File: src/logic/occh_consts.svh
`ifndef OCCH_CONSTS_SVH
`define OCCH_CONSTS_SVH

// Register word indices on the plain register port
`define OCCH_OFF_CTL1      3'h0
`define OCCH_OFF_CTL2      3'h1
`define OCCH_OFF_PRI       3'h2
`define OCCH_OFF_SEC       3'h3
`define OCCH_OFF_TMR       3'h4

// Field positions in compare_control_one
`define OCCH_B_IDLE        13
`define OCCH_B_CSEL        10
`define OCCH_B_FEN         7
`define OCCH_B_FSTAT       4
`define OCCH_B_TRIGM       3
`define OCCH_B_MODE        0

// Field positions in the second control word
`define OCCH_B_FOUT        14
`define OCCH_B_TRIG        7
`define OCCH_B_TSTAT       6

// Reset values
`define OCCH_RST_WORD      16'h0000
`define OCCH_RST_CSEL      3'h0

// Timer clock selector codes
`define OCCH_CSEL_SECOND   3'h0
`define OCCH_CSEL_THIRD    3'h1
`define OCCH_CSEL_FOURTH   3'h2
`define OCCH_CSEL_FIFTH    3'h3
`define OCCH_CSEL_FIRST    3'h4
`define OCCH_CSEL_PERIPH   3'h7

`endif

File: src/logic/occh_pkg.sv
package occh_pkg;

    // Compare mode field encodings
    typedef enum logic [2:0] {
        mode_off        = 3'h0,
        mode_shot_high  = 3'h1,
        mode_shot_low   = 3'h2,
        mode_toggle     = 3'h3,
        mode_dbl_shot   = 3'h4,
        mode_dbl_cont   = 3'h5,
        mode_pwm_edge   = 3'h6,
        mode_pwm_center = 3'h7
    } occh_mode_t;

    // Writable fields of compare_control_one
    typedef struct packed {
        logic       idle_halt_sel;
        logic [2:0] timer_clock_sel;
        logic       fault_a_enable;
        logic       trig_clear_mode;
        occh_mode_t compare_mode_sel;
    } occh_ctl_t;

    // Register port request
    typedef struct packed {
        logic [2:0]  addr;
        logic [15:0] wdata;
        logic        wr;
        logic        rd;
    } occh_bus_t;

endpackage

File: src/logic/occh_sync.sv
module occh_sync #(
    parameter int WIDTH = 1
) (
    input  wire logic             mclk,
    input  wire logic             rst_n,
    input  wire logic [WIDTH-1:0] din,
    output logic      [WIDTH-1:0] dout
);
    logic [WIDTH-1:0] meta;

    // Two-stage synchroniser; first stage feeds only the second
    always_ff @(posedge mclk) begin
        if (!rst_n) begin
            meta <= '0;
            dout <= '0;
        end else begin
            meta <= din;
            dout <= meta;
        end
    end
endmodule

File: src/logic/occh_tick.sv
`include "occh_consts.svh"

module occh_tick (
    input  wire logic       mclk,
    input  wire logic       rst_n,
    input  wire logic [4:0] clk_sync,
    input  wire logic [2:0] sel,
    output logic            tick
);
    logic [4:0] prev;
    logic [4:0] rise;

    // Previous level of each synchronised timer clock
    always_ff @(posedge mclk) begin
        if (!rst_n) begin
            prev <= '0;
        end else begin
            prev <= clk_sync;
        end
    end

    assign rise = clk_sync & ~prev;

    // Source selection; reserved codes give no tick
    always_comb begin
        case (sel)
            `OCCH_CSEL_SECOND: tick = rise[1];
            `OCCH_CSEL_THIRD:  tick = rise[2];
            `OCCH_CSEL_FOURTH: tick = rise[3];
            `OCCH_CSEL_FIFTH:  tick = rise[4];
            `OCCH_CSEL_FIRST:  tick = rise[0];
            `OCCH_CSEL_PERIPH: tick = 1'b1;
            default:           tick = 1'b0;
        endcase
    end
endmodule

File: src/logic/occh_channel.sv
// Behaviour
// - Timer clock picked by 3-bit selector; codes 101 and 110 give no clock.
// - Stop-in-idle bit set halts the channel while the CPU idles.
// - Fault-A enable bit gates the fault pin; cleared means pin ignored.
// - Fault condition in a PWM mode sets fault status bit; software reads and writes it.
// - Trigger clear mode lets a secondary match clear the trigger flag.
// - Center PWM: high at primary match, low at secondary match.
// - Edge PWM: high at timer zero, low at primary match.
// - Double continuous: start low, toggle on alternating primary and secondary matches.
// - Double single shot: start low, toggle at primary then secondary, once.
// - Single compare toggle: toggle on every primary match.
// - Mode 010: start high, forced low on primary match.
// - Mode 001: start low, forced high on primary match.
// - Mode 000 disables the channel with no compare activity.
// - Compare values double-buffered only in PWM modes, else direct.
// - Primary matches, and secondary matches in the double and center PWM modes, raise interrupt and DMA request pulses.
// - Out of reset the channel follows the sync source; software must run it.
// - Unimplemented control bits ignore writes and read zero.
// - Trigger flag reads 1 while triggered and running, 0 while held clear.
// - On a fault the PWM output takes the fault-out level.
// - Trigger/sync select: 1 triggers from source, 0 synchronises the timer.
`include "occh_consts.svh"

module occh_channel (
    input  wire logic               mclk,
    input  wire logic               rst_n,
    input  wire occh_pkg::occh_bus_t bus,
    output logic [15:0]             rdata,
    input  wire logic [4:0]         timer_clk_pins,
    input  wire logic               cpu_idle,
    input  wire logic               fault_a_pin,
    input  wire logic               sync_source_event,
    output logic                    compare_output_pin,
    output logic                    irq_match,
    output logic                    dma_req
);
    import occh_pkg::*;

    occh_ctl_t   ctl;
    logic        fault_a_status;
    logic        trig_or_sync_sel;
    logic        fault_out_level;
    logic        trigger_status_flag;
    logic [15:0] pri_buf;
    logic [15:0] sec_buf;
    logic [15:0] pri_act;
    logic [15:0] sec_act;
    logic [15:0] pri_eff;
    logic [15:0] sec_eff;
    logic [15:0] channel_timer;
    logic [4:0]  clk_sync;
    logic        fault_sync;
    logic        tick;
    logic        wr_ctl1;
    logic        wr_ctl2;
    logic        wr_pri;
    logic        wr_sec;
    logic        is_pwm;
    logic        uses_sec;
    logic        run;
    logic        hold;
    logic        step;
    logic        match_p;
    logic        match_s;
    logic        fault_set;
    logic        fault_active;
    logic        trig_set;
    logic        trig_hw_clr;
    logic        mode_load;
    logic        alt_sec;
    logic        shot_done;
    logic        next_pin;
    logic        next_alt;
    logic        next_done;

    // Pin inputs pass two flip-flops
    occh_sync #(
        .WIDTH (6)
    ) u_sync (
        .mclk  (mclk),
        .rst_n (rst_n),
        .din   ({fault_a_pin, timer_clk_pins}),
        .dout  ({fault_sync, clk_sync})
    );

    // Timer clock source selection
    occh_tick u_tick (
        .mclk     (mclk),
        .rst_n    (rst_n),
        .clk_sync (clk_sync),
        .sel      (ctl.timer_clock_sel),
        .tick     (tick)
    );

    // Write decode
    assign wr_ctl1 = bus.wr && (bus.addr == `OCCH_OFF_CTL1);
    assign wr_ctl2 = bus.wr && (bus.addr == `OCCH_OFF_CTL2);
    assign wr_pri  = bus.wr && (bus.addr == `OCCH_OFF_PRI);
    assign wr_sec  = bus.wr && (bus.addr == `OCCH_OFF_SEC);

    // Mode classes and run conditions
    assign is_pwm   = (ctl.compare_mode_sel == mode_pwm_edge) || (ctl.compare_mode_sel == mode_pwm_center);
    assign uses_sec = (ctl.compare_mode_sel == mode_dbl_shot) || (ctl.compare_mode_sel == mode_dbl_cont)
                   || (ctl.compare_mode_sel == mode_pwm_center);
    assign run  = (ctl.compare_mode_sel != mode_off) && !(ctl.idle_halt_sel && cpu_idle);
    assign hold = trig_or_sync_sel && !trigger_status_flag;
    assign step = run && !hold && tick;

    // Effective compare values: shadow copies only in PWM modes
    assign pri_eff = is_pwm ? pri_act : pri_buf;
    assign sec_eff = is_pwm ? sec_act : sec_buf;

    assign match_p = step && (channel_timer == pri_eff);
    assign match_s = step && (channel_timer == sec_eff);

    assign fault_set    = ctl.fault_a_enable && fault_sync && is_pwm;
    assign fault_active = fault_a_status && is_pwm;
    assign trig_set     = trig_or_sync_sel && sync_source_event;
    assign trig_hw_clr  = ctl.trig_clear_mode && step && (channel_timer == sec_eff);
    assign mode_load    = wr_ctl1 && (bus.wdata[`OCCH_B_MODE +: 3] != ctl.compare_mode_sel);

    // Control word one
    always_ff @(posedge mclk) begin
        if (!rst_n) begin
            ctl <= '{idle_halt_sel: 1'b0, timer_clock_sel: `OCCH_RST_CSEL, fault_a_enable: 1'b0,
                     trig_clear_mode: 1'b0, compare_mode_sel: mode_off};
        end else if (wr_ctl1) begin
            ctl.idle_halt_sel    <= bus.wdata[`OCCH_B_IDLE];
            ctl.timer_clock_sel  <= bus.wdata[`OCCH_B_CSEL +: 3];
            ctl.fault_a_enable   <= bus.wdata[`OCCH_B_FEN];
            ctl.trig_clear_mode  <= bus.wdata[`OCCH_B_TRIGM];
            ctl.compare_mode_sel <= occh_mode_t'(bus.wdata[`OCCH_B_MODE +: 3]);
        end
    end

    // Fault status: hardware set wins over a software write
    always_ff @(posedge mclk) begin
        if (!rst_n) begin
            fault_a_status <= 1'b0;
        end else if (fault_set) begin
            fault_a_status <= 1'b1;
        end else if (wr_ctl1) begin
            fault_a_status <= bus.wdata[`OCCH_B_FSTAT];
        end
    end

    // Second control word subset; reset selects sync from the source
    always_ff @(posedge mclk) begin
        if (!rst_n) begin
            trig_or_sync_sel <= 1'b0;
            fault_out_level  <= 1'b0;
        end else if (wr_ctl2) begin
            trig_or_sync_sel <= bus.wdata[`OCCH_B_TRIG];
            fault_out_level  <= bus.wdata[`OCCH_B_FOUT];
        end
    end

    // Trigger flag: source set wins, then software, then hardware clear
    always_ff @(posedge mclk) begin
        if (!rst_n) begin
            trigger_status_flag <= 1'b0;
        end else if (trig_set) begin
            trigger_status_flag <= 1'b1;
        end else if (wr_ctl2) begin
            trigger_status_flag <= bus.wdata[`OCCH_B_TSTAT];
        end else if (trig_hw_clr) begin
            trigger_status_flag <= 1'b0;
        end
    end

    // Compare value buffers written by software
    always_ff @(posedge mclk) begin
        if (!rst_n) begin
            pri_buf <= `OCCH_RST_WORD;
            sec_buf <= `OCCH_RST_WORD;
        end else begin
            if (wr_pri) begin
                pri_buf <= bus.wdata;
            end
            if (wr_sec) begin
                sec_buf <= bus.wdata;
            end
        end
    end

    // Active copies follow buffers outside PWM, reload at period start in PWM
    always_ff @(posedge mclk) begin
        if (!rst_n) begin
            pri_act <= `OCCH_RST_WORD;
            sec_act <= `OCCH_RST_WORD;
        end else if (!is_pwm || (step && channel_timer == 16'h0000)) begin
            pri_act <= pri_buf;
            sec_act <= sec_buf;
        end
    end

    // Channel timer
    always_ff @(posedge mclk) begin
        if (!rst_n) begin
            channel_timer <= `OCCH_RST_WORD;
        end else if (hold) begin
            channel_timer <= 16'h0000;
        end else if (run && !trig_or_sync_sel && sync_source_event) begin
            channel_timer <= 16'h0000;
        end else if (step) begin
            channel_timer <= channel_timer + 16'h0001;
        end
    end

    // Output pin next state per mode
    always_comb begin
        next_pin  = compare_output_pin;
        next_alt  = alt_sec;
        next_done = shot_done;
        if (mode_load) begin
            next_pin  = (bus.wdata[`OCCH_B_MODE +: 3] == mode_shot_low);
            next_alt  = 1'b0;
            next_done = 1'b0;
        end else if (fault_active) begin
            next_pin = fault_out_level;
        end else begin
            case (ctl.compare_mode_sel)
                mode_off: begin
                    next_pin = 1'b0;
                end
                mode_shot_high: begin
                    if (match_p) begin
                        next_pin = 1'b1;
                    end
                end
                mode_shot_low: begin
                    if (match_p) begin
                        next_pin = 1'b0;
                    end
                end
                mode_toggle: begin
                    if (match_p) begin
                        next_pin = !compare_output_pin;
                    end
                end
                mode_dbl_shot: begin
                    if (!shot_done && ((!alt_sec && match_p) || (alt_sec && match_s))) begin
                        next_pin  = !compare_output_pin;
                        next_alt  = !alt_sec;
                        next_done = alt_sec;
                    end
                end
                mode_dbl_cont: begin
                    if ((!alt_sec && match_p) || (alt_sec && match_s)) begin
                        next_pin = !compare_output_pin;
                        next_alt = !alt_sec;
                    end
                end
                mode_pwm_edge: begin
                    if (match_p) begin
                        next_pin = 1'b0;
                    end else if (step && channel_timer == 16'h0000) begin
                        next_pin = 1'b1;
                    end
                end
                mode_pwm_center: begin
                    if (match_s) begin
                        next_pin = 1'b0;
                    end else if (match_p) begin
                        next_pin = 1'b1;
                    end
                end
                default: begin
                    next_pin = 1'b0;
                end
            endcase
        end
    end

    // Output pin and sequence state
    always_ff @(posedge mclk) begin
        if (!rst_n) begin
            compare_output_pin <= 1'b0;
            alt_sec            <= 1'b0;
            shot_done          <= 1'b0;
        end else begin
            compare_output_pin <= next_pin;
            alt_sec            <= next_alt;
            shot_done          <= next_done;
        end
    end

    // Match event pulses for interrupt and DMA
    always_ff @(posedge mclk) begin
        if (!rst_n) begin
            irq_match <= 1'b0;
            dma_req   <= 1'b0;
        end else begin
            irq_match <= match_p || (match_s && uses_sec);
            dma_req   <= match_p || (match_s && uses_sec);
        end
    end

    // Read data one cycle after the strobe; reserved bits read zero
    always_ff @(posedge mclk) begin
        if (!rst_n) begin
            rdata <= `OCCH_RST_WORD;
        end else if (bus.rd) begin
            rdata <= 16'h0000;
            case (bus.addr)
                `OCCH_OFF_CTL1: begin
                    rdata[`OCCH_B_IDLE]       <= ctl.idle_halt_sel;
                    rdata[`OCCH_B_CSEL +: 3]  <= ctl.timer_clock_sel;
                    rdata[`OCCH_B_FEN]        <= ctl.fault_a_enable;
                    rdata[`OCCH_B_FSTAT]      <= fault_a_status;
                    rdata[`OCCH_B_TRIGM]      <= ctl.trig_clear_mode;
                    rdata[`OCCH_B_MODE +: 3]  <= ctl.compare_mode_sel;
                end
                `OCCH_OFF_CTL2: begin
                    rdata[`OCCH_B_FOUT]  <= fault_out_level;
                    rdata[`OCCH_B_TRIG]  <= trig_or_sync_sel;
                    rdata[`OCCH_B_TSTAT] <= trigger_status_flag;
                end
                `OCCH_OFF_PRI: rdata <= pri_buf;
                `OCCH_OFF_SEC: rdata <= sec_buf;
                `OCCH_OFF_TMR: rdata <= channel_timer;
                default:       rdata <= 16'h0000;
            endcase
        end else begin
            rdata <= 16'h0000;
        end
    end
endmodule

File: config.mk
export PLATFORM = sky130hd
export DESIGN_NAME = occh_channel
export DESIGN_NICKNAME = d
export VERILOG_FILES = /design/src/logic/occh_pkg.sv /design/src/logic/occh_sync.sv /design/src/logic/occh_tick.sv /design/src/logic/occh_channel.sv
export VERILOG_INCLUDE_DIRS = /design/src /design/src/logic
export SDC_FILE = /design/constraint.sdc
export NUM_CORES = 1
export LEC_CHECK = 0
export BUFFER_PORTS_ARGS = -buffer_cell sky130_fd_sc_hd__buf_4
export CAP_MARGIN = 20
export CELL_PAD_IN_SITES_DETAIL_PLACEMENT = 0
export CELL_PAD_IN_SITES_GLOBAL_PLACEMENT = 1
export CORE_ASPECT_RATIO = 1.1
export CORE_UTILIZATION = 41
export DETAILED_ROUTE_END_ITERATION = 8
export HOLD_SLACK_MARGIN = 0.15
export PLACE_DENSITY = 0.75
export SYNTH_ARGS = -nofsm -noshare
export SYNTH_HDL_FRONTEND = slang
export SYNTH_SLANG_ARGS = --single-unit
File: constraint.sdc
create_clock -name mclk -period 2.6 [get_ports mclk]
set_input_delay 0.26 -clock mclk [delete_from_list [all_inputs] [get_ports mclk]]
set_output_delay 0.26 -clock mclk [all_outputs]
set_load 0.02 [all_outputs]
Yosys cells after proc, flatten, opt, wreduce, memory -nomap -nowiden
Cells that the tools add are included.
- bits in registers: 130
- input bits: 31
- output and inout bits: 19
- logic and storage cells: 137
- add/sub/neg operators: 1
- equality and inequality tests: 27
- mux-type cells: 30
- bitwise operators: 4
- reductions and logical operators: 53
- operators with widths (kind ; count):
    equality test 16 bit ; 2
    two-way mux 16 bit ; 2
    logical AND 1 bit ; 25
    equality test 3 x 2 -> 1 bit (second input constant) ; 7
    equality test 3 bit (second input constant) ; 7
    case mux 5 bit (4 select lines) ; 1
    two-way mux 1 bit ; 17
    adder 16 x 1 -> 16 bit (second input constant) ; 1
    zero test 16 bit ; 1
    case mux 4 bit (4 select lines) ; 1
    equality test 3 x 1 -> 1 bit (second input constant) ; 3
    zero test 3 bit ; 3
    zero test 1 bit ; 8
    != test 4 x 3 -> 1 bit (second input constant) ; 2
    != test 4 bit (second input constant) ; 2
    case mux 1 bit (4 select lines) ; 2
    case mux 1 bit (8 select lines) ; 1
    logical OR 1 bit ; 6
    case mux 1 bit (3 select lines) ; 2
    case mux 1 bit (6 select lines) ; 1
    case mux 2 bit (3 select lines) ; 1
    nonzero test 3 bit ; 2
    bitwise AND 5 bit ; 1
    != test 5 x 4 -> 1 bit (second input constant) ; 1
    other kinds (13) ; 16

Longest topological paths before layout
Gate-level depths: netlist (run 1).
- word-level depth: 13
- mapped depth: 11
- mapped depth without buffers: 8

Cells and area by module
Synthesis (run 1) repeated with hierarchy kept, for this count alone.
- cell total of the unflattened synthesis: 737
- area total of the unflattened synthesis: 6341.1 sq um
- by module, submodules not included (module ; instances ; cells each ; area an instance (sq um) ; seq. area each (sq um)):
    occh_channel ; 1 ; 691 ; 5788.1 ; 2262.2
    occh_sync ; 1 ; 25 ; 336.6 ; 240.2
    occh_tick ; 1 ; 21 ; 216.5 ; 100.1

Worst setup path after synthesis (run 1)
OpenSTA, ideal clock, no wires.
- path type: reg2reg
- start: register ctl[1] in the netlist's numbering
- end: register compare_output_pin
- setup time: 0.122 ns
- arrival time: 2.283 ns
- required time: 2.478 ns
- setup slack: 0.195 ns
- cell stages (with the launch flop): 10
- buffers on the path: 1
- period minus slack after synthesis: 2.405 ns
- cell sequence: dfxtp_1 -> and2_1 -> buf_4 -> mux2i_1 -> a221o_1 -> or4_4 -> nor4b_4 -> nor3_1 -> nor4_2 -> a21oi_1
- longest elaborated chain between the ends: 10
- elaborated cells between the ends (all ways): 39
- those cells by class: eq/ne: 15; mux: 8; reduce/logical: 16
- ends and longest elaborated chain (what ; RTL line ; source):
    start, declared ; occh_channel.sv:39 ; occh_ctl_t ctl;
    start signal, assigned ; occh_channel.sv:125 ; ctl <= '{idle_halt_sel: 1'b0, timer_clock_sel: `OCCH_RST_CSEL, fault_a_enable: 1'b0,
    equality test 3 bit / nonzero test 3 bit (equally long branches) ; occh_channel.sv:102, occh_channel.sv:222, occh_channel.sv:105 ;
    logical OR 1 bit / logical AND 1 bit (equally long branches) ; occh_channel.sv:102, occh_channel.sv:105 ;
    two-way mux 16 bit, or another cell as far along ; occh_channel.sv:110 ; assign pri_eff = is_pwm ? pri_act : pri_buf;
    equality test 16 bit, or another cell as far along ; occh_channel.sv:113 ; assign match_p = step && (channel_timer == pri_eff);
    logical AND 1 bit (on tied branches) ; occh_channel.sv:113, occh_channel.sv:114 ;
    two-way mux 1 bit / logical AND 1 bit (equally long branches) ; -- ;
    two-way mux 1 bit / logical OR 1 bit (equally long branches) ; occh_channel.sv:262, occh_channel.sv:242, occh_channel.sv:249 ;
    case mux 1 bit (8 select lines) / logical AND 1 bit (equally long branches) ; occh_channel.sv:222, occh_channel.sv:242 ;
    two-way mux 1 bit / != test 4 x 3 -> 1 bit (equally long branches) ; -- ;
    two-way mux 1 bit / AND reduction 5 bit (equally long branches) ; -- ;
    end signal, assigned ; occh_channel.sv:282 ; compare_output_pin <= next_pin;
    end, declared ; occh_channel.sv:33 ; output logic compare_output_pin,
Several ways; a longest one is shown, not always the timed one.
A chain may end at the register's enable or synchronous reset.

Final worst setup path (run 1)
Same ends and word-level chain as after synthesis.

==> results of run 1 <==
==> stage by stage <==
stage / power (mW) / area, µm² / setup TNS [ps] / setup WS, ps
after floorplan: 2.26 / 6370 / 0 / 195
after global placement: 2.39 / 7280 / 0 / 61.9
after detailed placement: 2.40 / 7280 / -23.0 / -23.0
after CTS: 4.77 / 8090 / 0 / 6.00
after global routing: 4.89 / 8160 / -33.7 / -33.7
final: 4.74 / 8160 / 0 / 42.3
==> registers in the layout (all words and copies together) (netlist names), 5 cells and up <==
register	count
sec_act	16
u_sync.meta	6
sec_buf	16
u_tick.prev	5
pri_act	16
ctl	9
u_sync.dout	6
channel_timer	16
rdata	16
pri_buf	16
==> Yosys cell counts, types with 2 or more instances <==
master / number / share of area, %
o211ai_1: 2 / 0.24
nor4_1: 9 / 0.88
nand3b_1: 2 / 0.24
a2111oi_0: 3 / 0.41
buf_4: 2 / 0.24
xor2_1: 20 / 2.8
nor2b_1: 28 / 2.8
nand2_1: 105 / 6.2
clkbuf_1: 36 / 2.1
xnor2_1: 26 / 3.6
nand3_1: 11 / 0.86
and3_1: 6 / 0.59
ha_1: 2 / 0.39
o31ai_1: 3 / 0.35
nor3_1: 5 / 0.39
a2bb2oi_1: 2 / 0.28
nor3b_1: 3 / 0.35
buf_2: 9 / 0.71
nor4b_1: 2 / 0.28
nand2b_1: 12 / 1.2
or3_1: 8 / 0.79
nand4_1: 9 / 0.88
a211o_1: 2 / 0.28
a22oi_1: 4 / 0.47
and2_1: 25 / 2.5
a2111o_1: 2 / 0.35
a221oi_1: 2 / 0.28
a31oi_1: 5 / 0.49
mux2i_1: 50 / 7.9
o22ai_1: 3 / 0.29
buf_1: 5 / 0.29
nor2_1: 91 / 5.4
o21bai_1: 2 / 0.24
nor4bb_1: 2 / 0.31
dfxtp_1: 130 / 41
o21ai_0: 7 / 0.55
a21oi_1: 45 / 3.5
o221ai_1: 4 / 0.55
inv_1: 19 / 1.1
a21boi_0: 32 / 3.8
a211oi_1: 2 / 0.24
o2111ai_1: 7 / 0.96
mux2_2: 2 / 0.35
==> metal layers <==
| metal | wire length (µm) | share of wire (%) | global-route usage (%) | up-vias |
|---|---|---|---|---|
| met5 | 0 | 0 | 0 | - |
| met3 | 1050 | 5.2 | 4.87 | 33 |
| met2 | 9490 | 47 | 42.7 | 176 |
| met4 | 600 | 3.0 | 11.1 | 0 |
| li1 | - | - | - | 2818 |
| met1 | 8970 | 45 | 34.0 | 2769 |
==> kinds of logic (layout without fill, tap and decap cells) <==
family / count (synthesis) / in the layout / synth area share, %
adders and majority gates: 2 / 2 / 0.393
and+or+nand+nor: 324 / 324 / 24.8
xor gates and xnor gates: 46 / 46 / 6.33
DFF: 130 / 130 / 40.9
muxes: 52 / 52 / 8.21
AOI/OAI and AO/OA: 137 / 137 / 14.9
buffers and inverters: 72 / 188 / 4.54
==> worst min-delay path, stage by stage <==
cell	delay, ps
buf_4	190
nor2_1	120
a21oi_1	40
nor2_1	80
==> power by group through the flow <==
stage          clock network, mW  logic, mW  registers [mW]
2_1_floorplan                  0      0.168            2.09
3_3_place_gp                   0      0.296            2.10
3_5_place_dp                   0      0.299            2.10
4_1_cts                     2.39      0.327            2.05
5_1_grt                     2.47      0.360            2.06
6_report                    2.35      0.332            2.05
==> final timing paths <==
path,from,slack (ps),endpoint,cells past startpoint
worst min register to register,u_sync.meta[1],430,u_sync.dout[1],1
worst min-delay path,bus[20],320,rdata[0],4
worst max register to register,ctl[1],40,compare_output_pin,8
worst max-delay path,ctl[1],40,compare_output_pin,8
==> area by class of cell <==
| type | count | area (µm²) | area share (%) |
|---|---|---|---|
| clock inverter | 15 | 156 | 1.92 |
| inverter | 20 | 75.1 | 0.920 |
| tap | 196 | 245 | 3.01 |
| sequential | 130 | 2610 | 32.0 |
| clock buffer | 17 | 425 | 5.22 |
| multi-input combinational | 561 | 3560 | 43.7 |
| timing repair buffer | 136 | 1090 | 13.3 |
==> timing repair <==
| action | CTS | global route |
|---|---|---|
| gates resized for setup | 1 | 17 |
| buffers inserted | 0 | 0 |
| hold endpoints to repair | 51 | 0 |
| setup endpoints to repair | 2 | 26 |
| pin swaps | 1 | 2 |
| gates cloned | 0 | 0 |
| hold buffers | 23 | 0 |
==> cells in the final DEF, fill, tap and decap left out, types with 3 or more instances in the layout <==
master           n
dfxtp_1        126
buf_4          111
nand2_1        105
nor2_1          91
mux2i_1         49
a21oi_1         45
a21boi_0        32
nor2b_1         28
xnor2_1         26
and2_1          24
dlygate4sd3_1   23
xor2_1          20
inv_1           19
clkbuf_16       17
nand2b_1        12
nand3_1         11
nand4_1          9
or3_1            8
nor4_1           8
o21ai_0          7
o2111ai_1        7
inv_8            7
and3_1           6
a31oi_1          5
nor3_1           5
a22oi_1          4
o221ai_1         4
inv_6            4
dfxtp_2          4
o22ai_1          3
clkinv_4         3
==> summary by stage, run 1 <==
Status
The flow ran to the end, and the final reports show no timing, DRC or antenna violations.

Route
The detailed-route via count is 5,796. For this run, design rule violations remaining after detail routing come to 0. The initial detailed-routing violation count is 358. The remaining antenna violation count after routing is 0. Dividing the detail-routed wire length by the instance count gives 18.7 µm. Using the TritonRoute via totals, the vias-per-cell ratio works out to 5.39. The total routed wirelength is 20.1 mm. Before antenna repair, the detailed router went through 5 iterations.

Global route
The pin count of the biggest net entering global routing is 52. The initial antenna violation count is 0. The global-route usage over all layers is 26.3%. The first global-routing pass estimated 31.7 mm of wire. For this run the aggregate overflow at the end of global routing stands at 0. The number of global-route vias before repair was 5,674.

Logic synthesis
The synthesis-stage register bit count is 130. The sequential cell area fraction in the yosys report is 40.9%. The net count after synthesis is 796. Among all flip-flop cells after synthesis, the most frequent one is dfxtp_1. Synthesis produced a netlist whose cell count is 763. The share of flip-flops with an asynchronous set or reset after synthesis is 0%. The count of unique library cells instantiated by Yosys is 60. During synthesis, Yosys emitted a total of 0 warnings. The area of the mapped netlist is 6370 µm². A synthesized cell averages 8.35 µm².

The number of flops mapped to enable cells by yosys is 0.

Hold path
The type of the tightest min-delay check is input port to register.

Critical path
The critical path start-end classification is register to register. Walking the worst path, the cells encountered are and2_4 > mux2i_1 > a221o_1 > or4_4 > nor4b_4 > nor3_1 > nor4_2 > a21oi_1. For this run, the slowest stage of the critical path takes 550 ps. In this run the worst path has a maximum fanout of 4. Among all stages on the critical path, the largest delay is contributed by or4_4. The buffers plus inverters on the worst setup path is 0. Data arrives at the worst endpoint at 2860 ps. Data on the critical path is required at its endpoint by 2900 ps. The kind of cell adding the most delay to the critical path is simple AND/OR/NAND/NOR gates. The worst setup path is launched from a register. The endpoint class of the critical path is a register.

Power and ir drop
Net switching is 26.8% of the power. The part of the total power dissipated in sequential elements is 43.4%. The worst IR drop on VDD is 0.000426 V. Power spread over the standard cell area amounts to 581 nW/µm².

The internal power of the cells is 3.47 mW. In this run, the combinational gates consume 7.0% of the power. In this run, the clock network consumes 49.6% of the power.

The switching power summed over all nets is 1.27 mW. Summed over all cells, the static leakage comes to 3.10 nW.

Timing
The minimum period implied by the final worst setup slack is 2560 ps. The worst slew margin relative to its limit is 62.9%. Setup violations remaining at the end of the flow were counted as 0. At the pin with the least slew margin, the transition time is 542 ps.

The worst hold slack is 320 ps. Setup repair after global routing could not meet its margin everywhere. The total count of max-transition violations in the final report came to 0. After layout, the worst path uses 98.4% of the clock period. The final hold violation count is 0. For the final database, setup skew stands at 9.22 ps. The maximum achievable frequency is 0.391 GHz.

Floorplanning
The overall die area is 16,000 µm². The number of standard-cell rows in the floorplan is 47. The floorplan step set the die width to 121 µm. The starting utilization of the core area is 42.1%.

In this run the vertical extent of the chip is 133 µm. The floorplan step defined a core boundary enclosing 15,100 µm². 50 I/O pins were placed.

Clock tree
The clock tree from TritonCTS is done. The buffer cell driving the clock tree root is clkbuf_16. The post-CTS clock slew at the launch and capture registers of the worst setup and hold paths is 60 ps. No sink is reached through more buffers than the 2 on the longest clock path. Counting the buffers created by CTS gives 17. The clock latency reported for the late side of the worst-skew pair is 420 ps. The number of H-tree levels is 4. The count of clock tree sinks is 130.

Place
In this run, placement finished with an instance count of 1,020. Port buffering added 49 buffers. The final weighted congestion in routability-driven placement is 0.957.

The sum of net half-perimeters after detailed placement is 14.9 mm.

Run
The number of maximum-capacitance constraint violations is 0.

Layout
Measured on the finished design, the core utilization comes to 54.0%. The number of fill cells is 1,389. Once layout is complete, the cells apart from fillers number 1,075. The final layout net count is 899.

The layout overhead on the synthesized area is 28.1%. Of the cells placed in the final design, the portion with a size suffix greater than 1 is 19.3%. The final antenna diode count is 0.
Power figures use the tool's default switching activity.
==> run 2, diff against run 1 <==
--- a/config.mk
+++ b/config.mk
@@ -16,3 +16,3 @@
 export HOLD_SLACK_MARGIN = 0.15
-export PLACE_DENSITY = 0.75
+export PLACE_DENSITY_LB_ADDON = 0.1
 export SYNTH_ARGS = -nofsm -noshare
==> constraint.sdc (replaced) <==
create_clock -name mclk -period 2.6 [get_ports mclk]
set_input_delay 0 -clock mclk [delete_from_list [all_inputs] [get_ports mclk]]
set_output_delay 0 -clock mclk [all_outputs]
set_load 0.02 [all_outputs]
==> summary by stage, run 2 (same netlist as run 1, synthesis figures left out) <==
Layout
The library cell used most frequently in the layout, excluding fill and tap cells, is dfxtp_1. The library cells used most frequently in the layout, excluding fill and tap cells, are dfxtp_1, buf_4, nand2_1. The final layout net count is 915. The layout overhead on the synthesized area is 31.3%.

The fraction of final layout cells with drive strength greater than 1 is 20.3%. The final antenna diode count is 0.

Critical path
The kind of cell adding the most delay to the critical path is compound AO/OA/AOI/OAI gates. The setup check on the worst reg-to-reg path leaves a slack of 80 ps. For the worst setup path, the data arrival time is 2840 ps. On the worst path, the slowest cell contributes a delay of 380 ps. The kind of start point of the critical path is a register.

In this run the worst path has a maximum fanout of 6. Among all stages on the critical path, the largest delay is contributed by dfxtp_4. STA classifies the critical path endpoint as a register.

The critical path goes through nor3b_1 > o22ai_2 > a211oi_4 > o211ai_1 > buf_4 > o41a_1 > o2111ai_1 > a211o_1 > a21oi_1. The number of buffers and inverters on the critical path is 1. The count of cell instances traversed by the critical path is 9. By startpoint and endpoint, the worst setup path is classified as register to register. Counting cells, the worst reg-to-reg path comes to 9. The required arrival time at the worst endpoint is 2910 ps.

Route
The detailed-route wire length per cell is 19.0 µm. Dividing the detail-routed via count by the number of cells gives 5.39. In the routed design, unresolved DRC markers number 0. The routed layout has 5,880 vias.

The total routed wirelength is 20.7 mm. The count of nets left with antenna violations once routing finished came out at 0. For this run, the detailed router's first-pass iteration total came to 5.

The detailed router finished its first iteration with 387 violations.

Place
Once detailed placement completed, the half-perimeter wirelength came to 15.3 mm. OpenSTA, run right after detailed placement, puts the worst setup slack at -32.1 ps. Port buffering added 49 buffers. The final weighted congestion in routability-driven placement is 0.895.

Run
The number of maximum-capacitance constraint violations is 0.

Clock tree
The count of clock tree sinks is 130. The clock latency reported for the late side of the worst-skew pair is 430 ps. Buffers inserted during clock tree synthesis total 17. The buffer depth of the longest clock path is 2. After clock tree synthesis, the clock-pin slew on the worst setup and hold paths is 60 ps. TritonCTS built the clock tree.

The buffer cell driving the clock tree root is clkbuf_16. The H-tree generated during clock tree synthesis spans 4 levels.

Global route
After global routing the overflow that remains totals 0. The initial antenna violation count came to 0. Entering global routing, the biggest net connects 43 pins. The first global-routing pass estimated 32.3 mm of wire. The global-route usage over all layers is 27.1%.

The number of global-route vias before repair is 5,755.

Floorplanning
The die covers 16,000 µm². The starting utilization of the core area is 42.1%. The floorplan step set the die height to 133 µm. The die is 121 µm wide. In this run the core area contains 47 standard-cell rows.

The core box area is 15,100 µm². The number of ports placed on the die boundary is 50.

Timing
The final hold violation count is 0. Static timing analysis puts the maximum clock frequency at 0.396 GHz. The total count of max-transition violations in the final report was 0.

The setup slack after layout is 76.0 ps. Setup violations remaining at the end of the flow were counted as 0. In this run the tightest slew margin relative to its limit is 42.0%. The minimum period implied by the final worst setup slack is 2520 ps. Clock skew on the completed layout was measured at 9.51 ps. The pin slew with the least headroom to its limit is 867 ps.

Setup repair after global routing left no endpoint under its margin. The fraction of the cycle the final worst path needs is 97.1%.

Hold path
The number of cells traversed by the worst hold path is 3. The type of the tightest min-delay check is input port to register.

Power and ir drop
The completed layout was analyzed and its total power is 4.74 mW. In this run the power density over the cells is 566 nW/µm². The worst IR drop on VDD is 0.000473 V. Summed over all cells, the static leakage comes to 3.18 nW.

Status
The flow ran to the end, and the final reports show no timing, DRC or antenna violations.
## run 2: changes by cell type in the layout (fill, tap and decap cells not counted), sizes merged
| cell | previous run | this run |
|---|---|---|
| buf | 113 | 122 |
| dlygate4sd3 | 23 | 30 |
| inv | 30 | 27 |
| bufinv | 0 | 1 |
| clkinv | 5 | 6 |
| clkinvlp | 0 | 1 |
## run 2: timing repair
action                                 CTS  global route
endpoints found under the hold margin   84             0
pin swaps                                2             3
setup endpoints to repair                4            30
hold buffers                            30             0
resized for setup                        2            25
buffers inserted                         1             1
## run 2: path summary, 6_finish.rpt
| check | to | start |
|---|---|---|
| worst min-delay path | rdata[7] | bus[19] |
| worst max register to register | compare_output_pin | ctl[7] |
| worst min register to register | u_sync.dout[3] | u_sync.meta[3] |
| worst max-delay path | compare_output_pin | ctl[7] |
## run 2: tightest hold or removal path, cell delays in order
cell	delay, ps
buf_4	220
mux2i_1	200
a2111oi_0	150
## run 2: metal layers
layer / track usage (%) / up-vias / part of all wire, %
met3: 5.78 / 40 / 4.5
met2: 43.7 / 176 / 47
met4: 10.8 / 0 / 3.2
met5: 0 / - / 0
met1: 35.1 / 2807 / 46
li1: - / 2857 / -
## run 2: layout make-up
cell class	instances	area, µm²
fillers	1401	6750
multi-input cells	561	3610
flip-flops and latches	130	2610
repair buffers	152	1250
clock buffers	17	425
well taps	196	245
clock inverters	15	144
inverters	20	75.1
## run 2: power by group
| part | internal (mW) | switching (mW) | leakage [nW] | total, mW |
|---|---|---|---|---|
| logic | 0.164 | 0.186 | 1.85 | 0.350 |
| registers | 2.02 | 0.0282 | 1.05 | 2.05 |
| clock network | 1.34 | 0.996 | 0.280 | 2.33 |
## run 2: per-stage QoR
stage               instances  TNS, ps  hold slack, ps  area, µm²  util, %
global placement         1027    -42.4             209       7360     48.7
detailed placement       1027    -80.6             211       7360     48.7
finish                   1091        0             213       8360     55.3
global route             1091        0             230       8360     55.3
floorplan                 763        0             127       6370        -
CTS                      1090        0             184       8240     54.5
==> run 3, diff against run 2 <==
clock period = 2.05 ns   (was 2.6 ns; I/O delays follow)
==> summary by stage, run 3 (same netlist as run 1, synthesis figures left out) <==
Route
Once detail routing completed, the nets flagged for antenna violations numbered 0. The ratio of routed vias to standard cells is 5.33. The post-route DRC violation count is 0.

The detailed-route via count is 6,176. The total routed wirelength is 22.3 mm. The total iterations of the first detailed-routing run is 5.

After detailed routing, the average wire length per cell comes to 19.3 µm. The initial detailed-routing violation count is 496.

Layout
The top cell types in the final layout, fill and taps aside, are buf_4, dfxtp_1, nand2_1. The cell area after layout is 9120 µm². The layout overhead on the synthesized area is 43.2%. The number of fill cells is 1,307. The repair_antennas step left the layout with diodes totalling 0. The combined area of the multi-input logic cells is 3740 µm².

In the final layout, the share of cells above drive strength 1 is 27.7%. The area used by sequential logic in the layout is 2610 µm². The most frequent standard cell in the layout excluding fill and tap cells is buf_4.

The final layout net count is 982.

Timing
Headroom to the max-slew limit came out at 57.2%. The final clock skew is 8.10 ps. Setup repair after global routing could not meet its margin everywhere.

The final sum of negative setup slack is -9350 ps. The pin slew with the least headroom to its limit is 641 ps. The total setup violations reported at the end of the flow is 40. The final hold violation count is 0. After layout, the minimum clock period comes to 2450 ps. After layout, the worst setup slack is -398 ps. Of the available clock period, the critical path in the final layout requires 119%. For this run, the top clock speed supported by timing is 0.409 GHz. Final hold analysis gives a worst-case slack of 187 ps. The total count of max-transition violations in the final report is 0.

Floorplanning
In this run the standard cell core region covers 15,100 µm². From bottom edge to top edge, the die measures 133 µm. The number of standard-cell rows in the floorplan is 47. The starting utilization of the core area is 42.1%. 50 I/O pins were placed. The floorplan step defined a die boundary enclosing 16,000 µm². From left edge to right edge, the die measures 121 µm.

Place
Once detailed placement completed, the half-perimeter wirelength came to 15.8 mm. The instance area at placement is 7770 µm². At the end of routability-driven placement, the weighted congestion stood at 0.939.

The number of port buffers is 49. The worst setup slack after placement is -430 ps.

Global route
The pin count of the biggest net entering global routing is 38. The overflow left after global routing is 0. The initial antenna violation count is 0. The global-route wire length before repair is 34.1 mm. The number of global-route vias before repair came to 6,023. Global routing used 28.8% of the available tracks.

Clock tree
The count of clock tree sinks is 130. The buffer cell driving the clock tree root is clkbuf_16. The post-CTS clock slew at the launch and capture registers of the worst setup and hold paths is 60 ps. TritonCTS created 17 clock buffers. The clock tree synthesis step divided the H-tree into 4 levels.

TritonCTS built the clock tree. The clock reaches the later pin of the worst-skew pair after 430 ps. The buffer depth of the longest clock path is 2.

Critical path
The endpoint class of the critical path is a register. The largest fanout on the critical path is 8. The data arrival time of the worst path is 2760 ps. The worst setup path is launched from a register.

The critical path start-end classification is register to register. Data on the critical path is required at its endpoint by 2370 ps.

Status
The flow ran to the end, but the final reports show violations. The final reports fail on negative setup slack.

Power and ir drop
VDD sags by at most 0.000472 V. The reported leakage power is 3.56 nW. The power density relative to cell area is 655 nW/µm².

Hold path
The type of the tightest min-delay check is input port to register.

Run
Max-cap violations in this run came to 0.
run 3: cell count changes in the layout (fill, tap and decap cells not counted), sizes merged:
cell	delta
clkinv	-1
clkinvlp	+2
dlygate4sd3	+8
bufinv	-1
buf	+59
run 3: per-stage QoR:
step	util [%]	cells	power, mW
finish	60.4	1158	5.98
global route	60.4	1158	6.16
CTS	59.7	1154	6.01
detailed placement	51.4	1075	3.08
global placement	51.4	1075	3.07
floorplan	-	763	2.86
run 3: worst paths after layout:
check	from	slack (ps)	end	cells past startpoint
max	ctl[1]	-400	compare_output_pin	9
min	bus[19]	190	rdata[7]	3
max reg2reg	ctl[1]	-400	compare_output_pin	9
min reg2reg	u_sync.meta[0]	430	u_sync.dout[0]	1
run 3: area by class of cell:
type	instances	area share [%]
Multi-Input combinational cell	561	41.0
Sequential cell	130	28.6
Timing Repair Buffer	219	20.8
Clock buffer	17	4.66
Tap cell	196	2.69
Clock inverter	15	1.37
Inverter	20	0.823
run 3: power by group:
group          total, mW  internal [mW]  switching, mW
logic              0.510          0.246          0.264
registers           2.60           2.57         0.0327
clock network       2.87           1.58           1.29
total               5.98           4.39           1.59
run 3: worst max-delay path: stages (launching register included):
cell and delay (ps):
dfxtp_2 330, and2_4 190, mux2i_1 120, a221o_1 350, or4_4 510, nor4b_4 300, buf_4 200, nor3_2 50
nor4_2 200, a21oi_1 90
run 3: what timing repair did:
item,CTS,global route
buffers inserted,6,5
hold endpoints to repair,90,0
setup endpoints to repair,47,50
gates cloned,3,0
hold buffers,38,0
pin swaps,13,11
resized for setup,40,21
run 3: routing by layer:
layer  vias to the layer above  GRT usage, %  wire length (µm)
li1                       2977             -                 -
met1                      2935          37.2              9790
met2                       205          45.4             10300
met3                        59          4.87              1220
met4                         0          15.9               977
met5                         -             0                 0
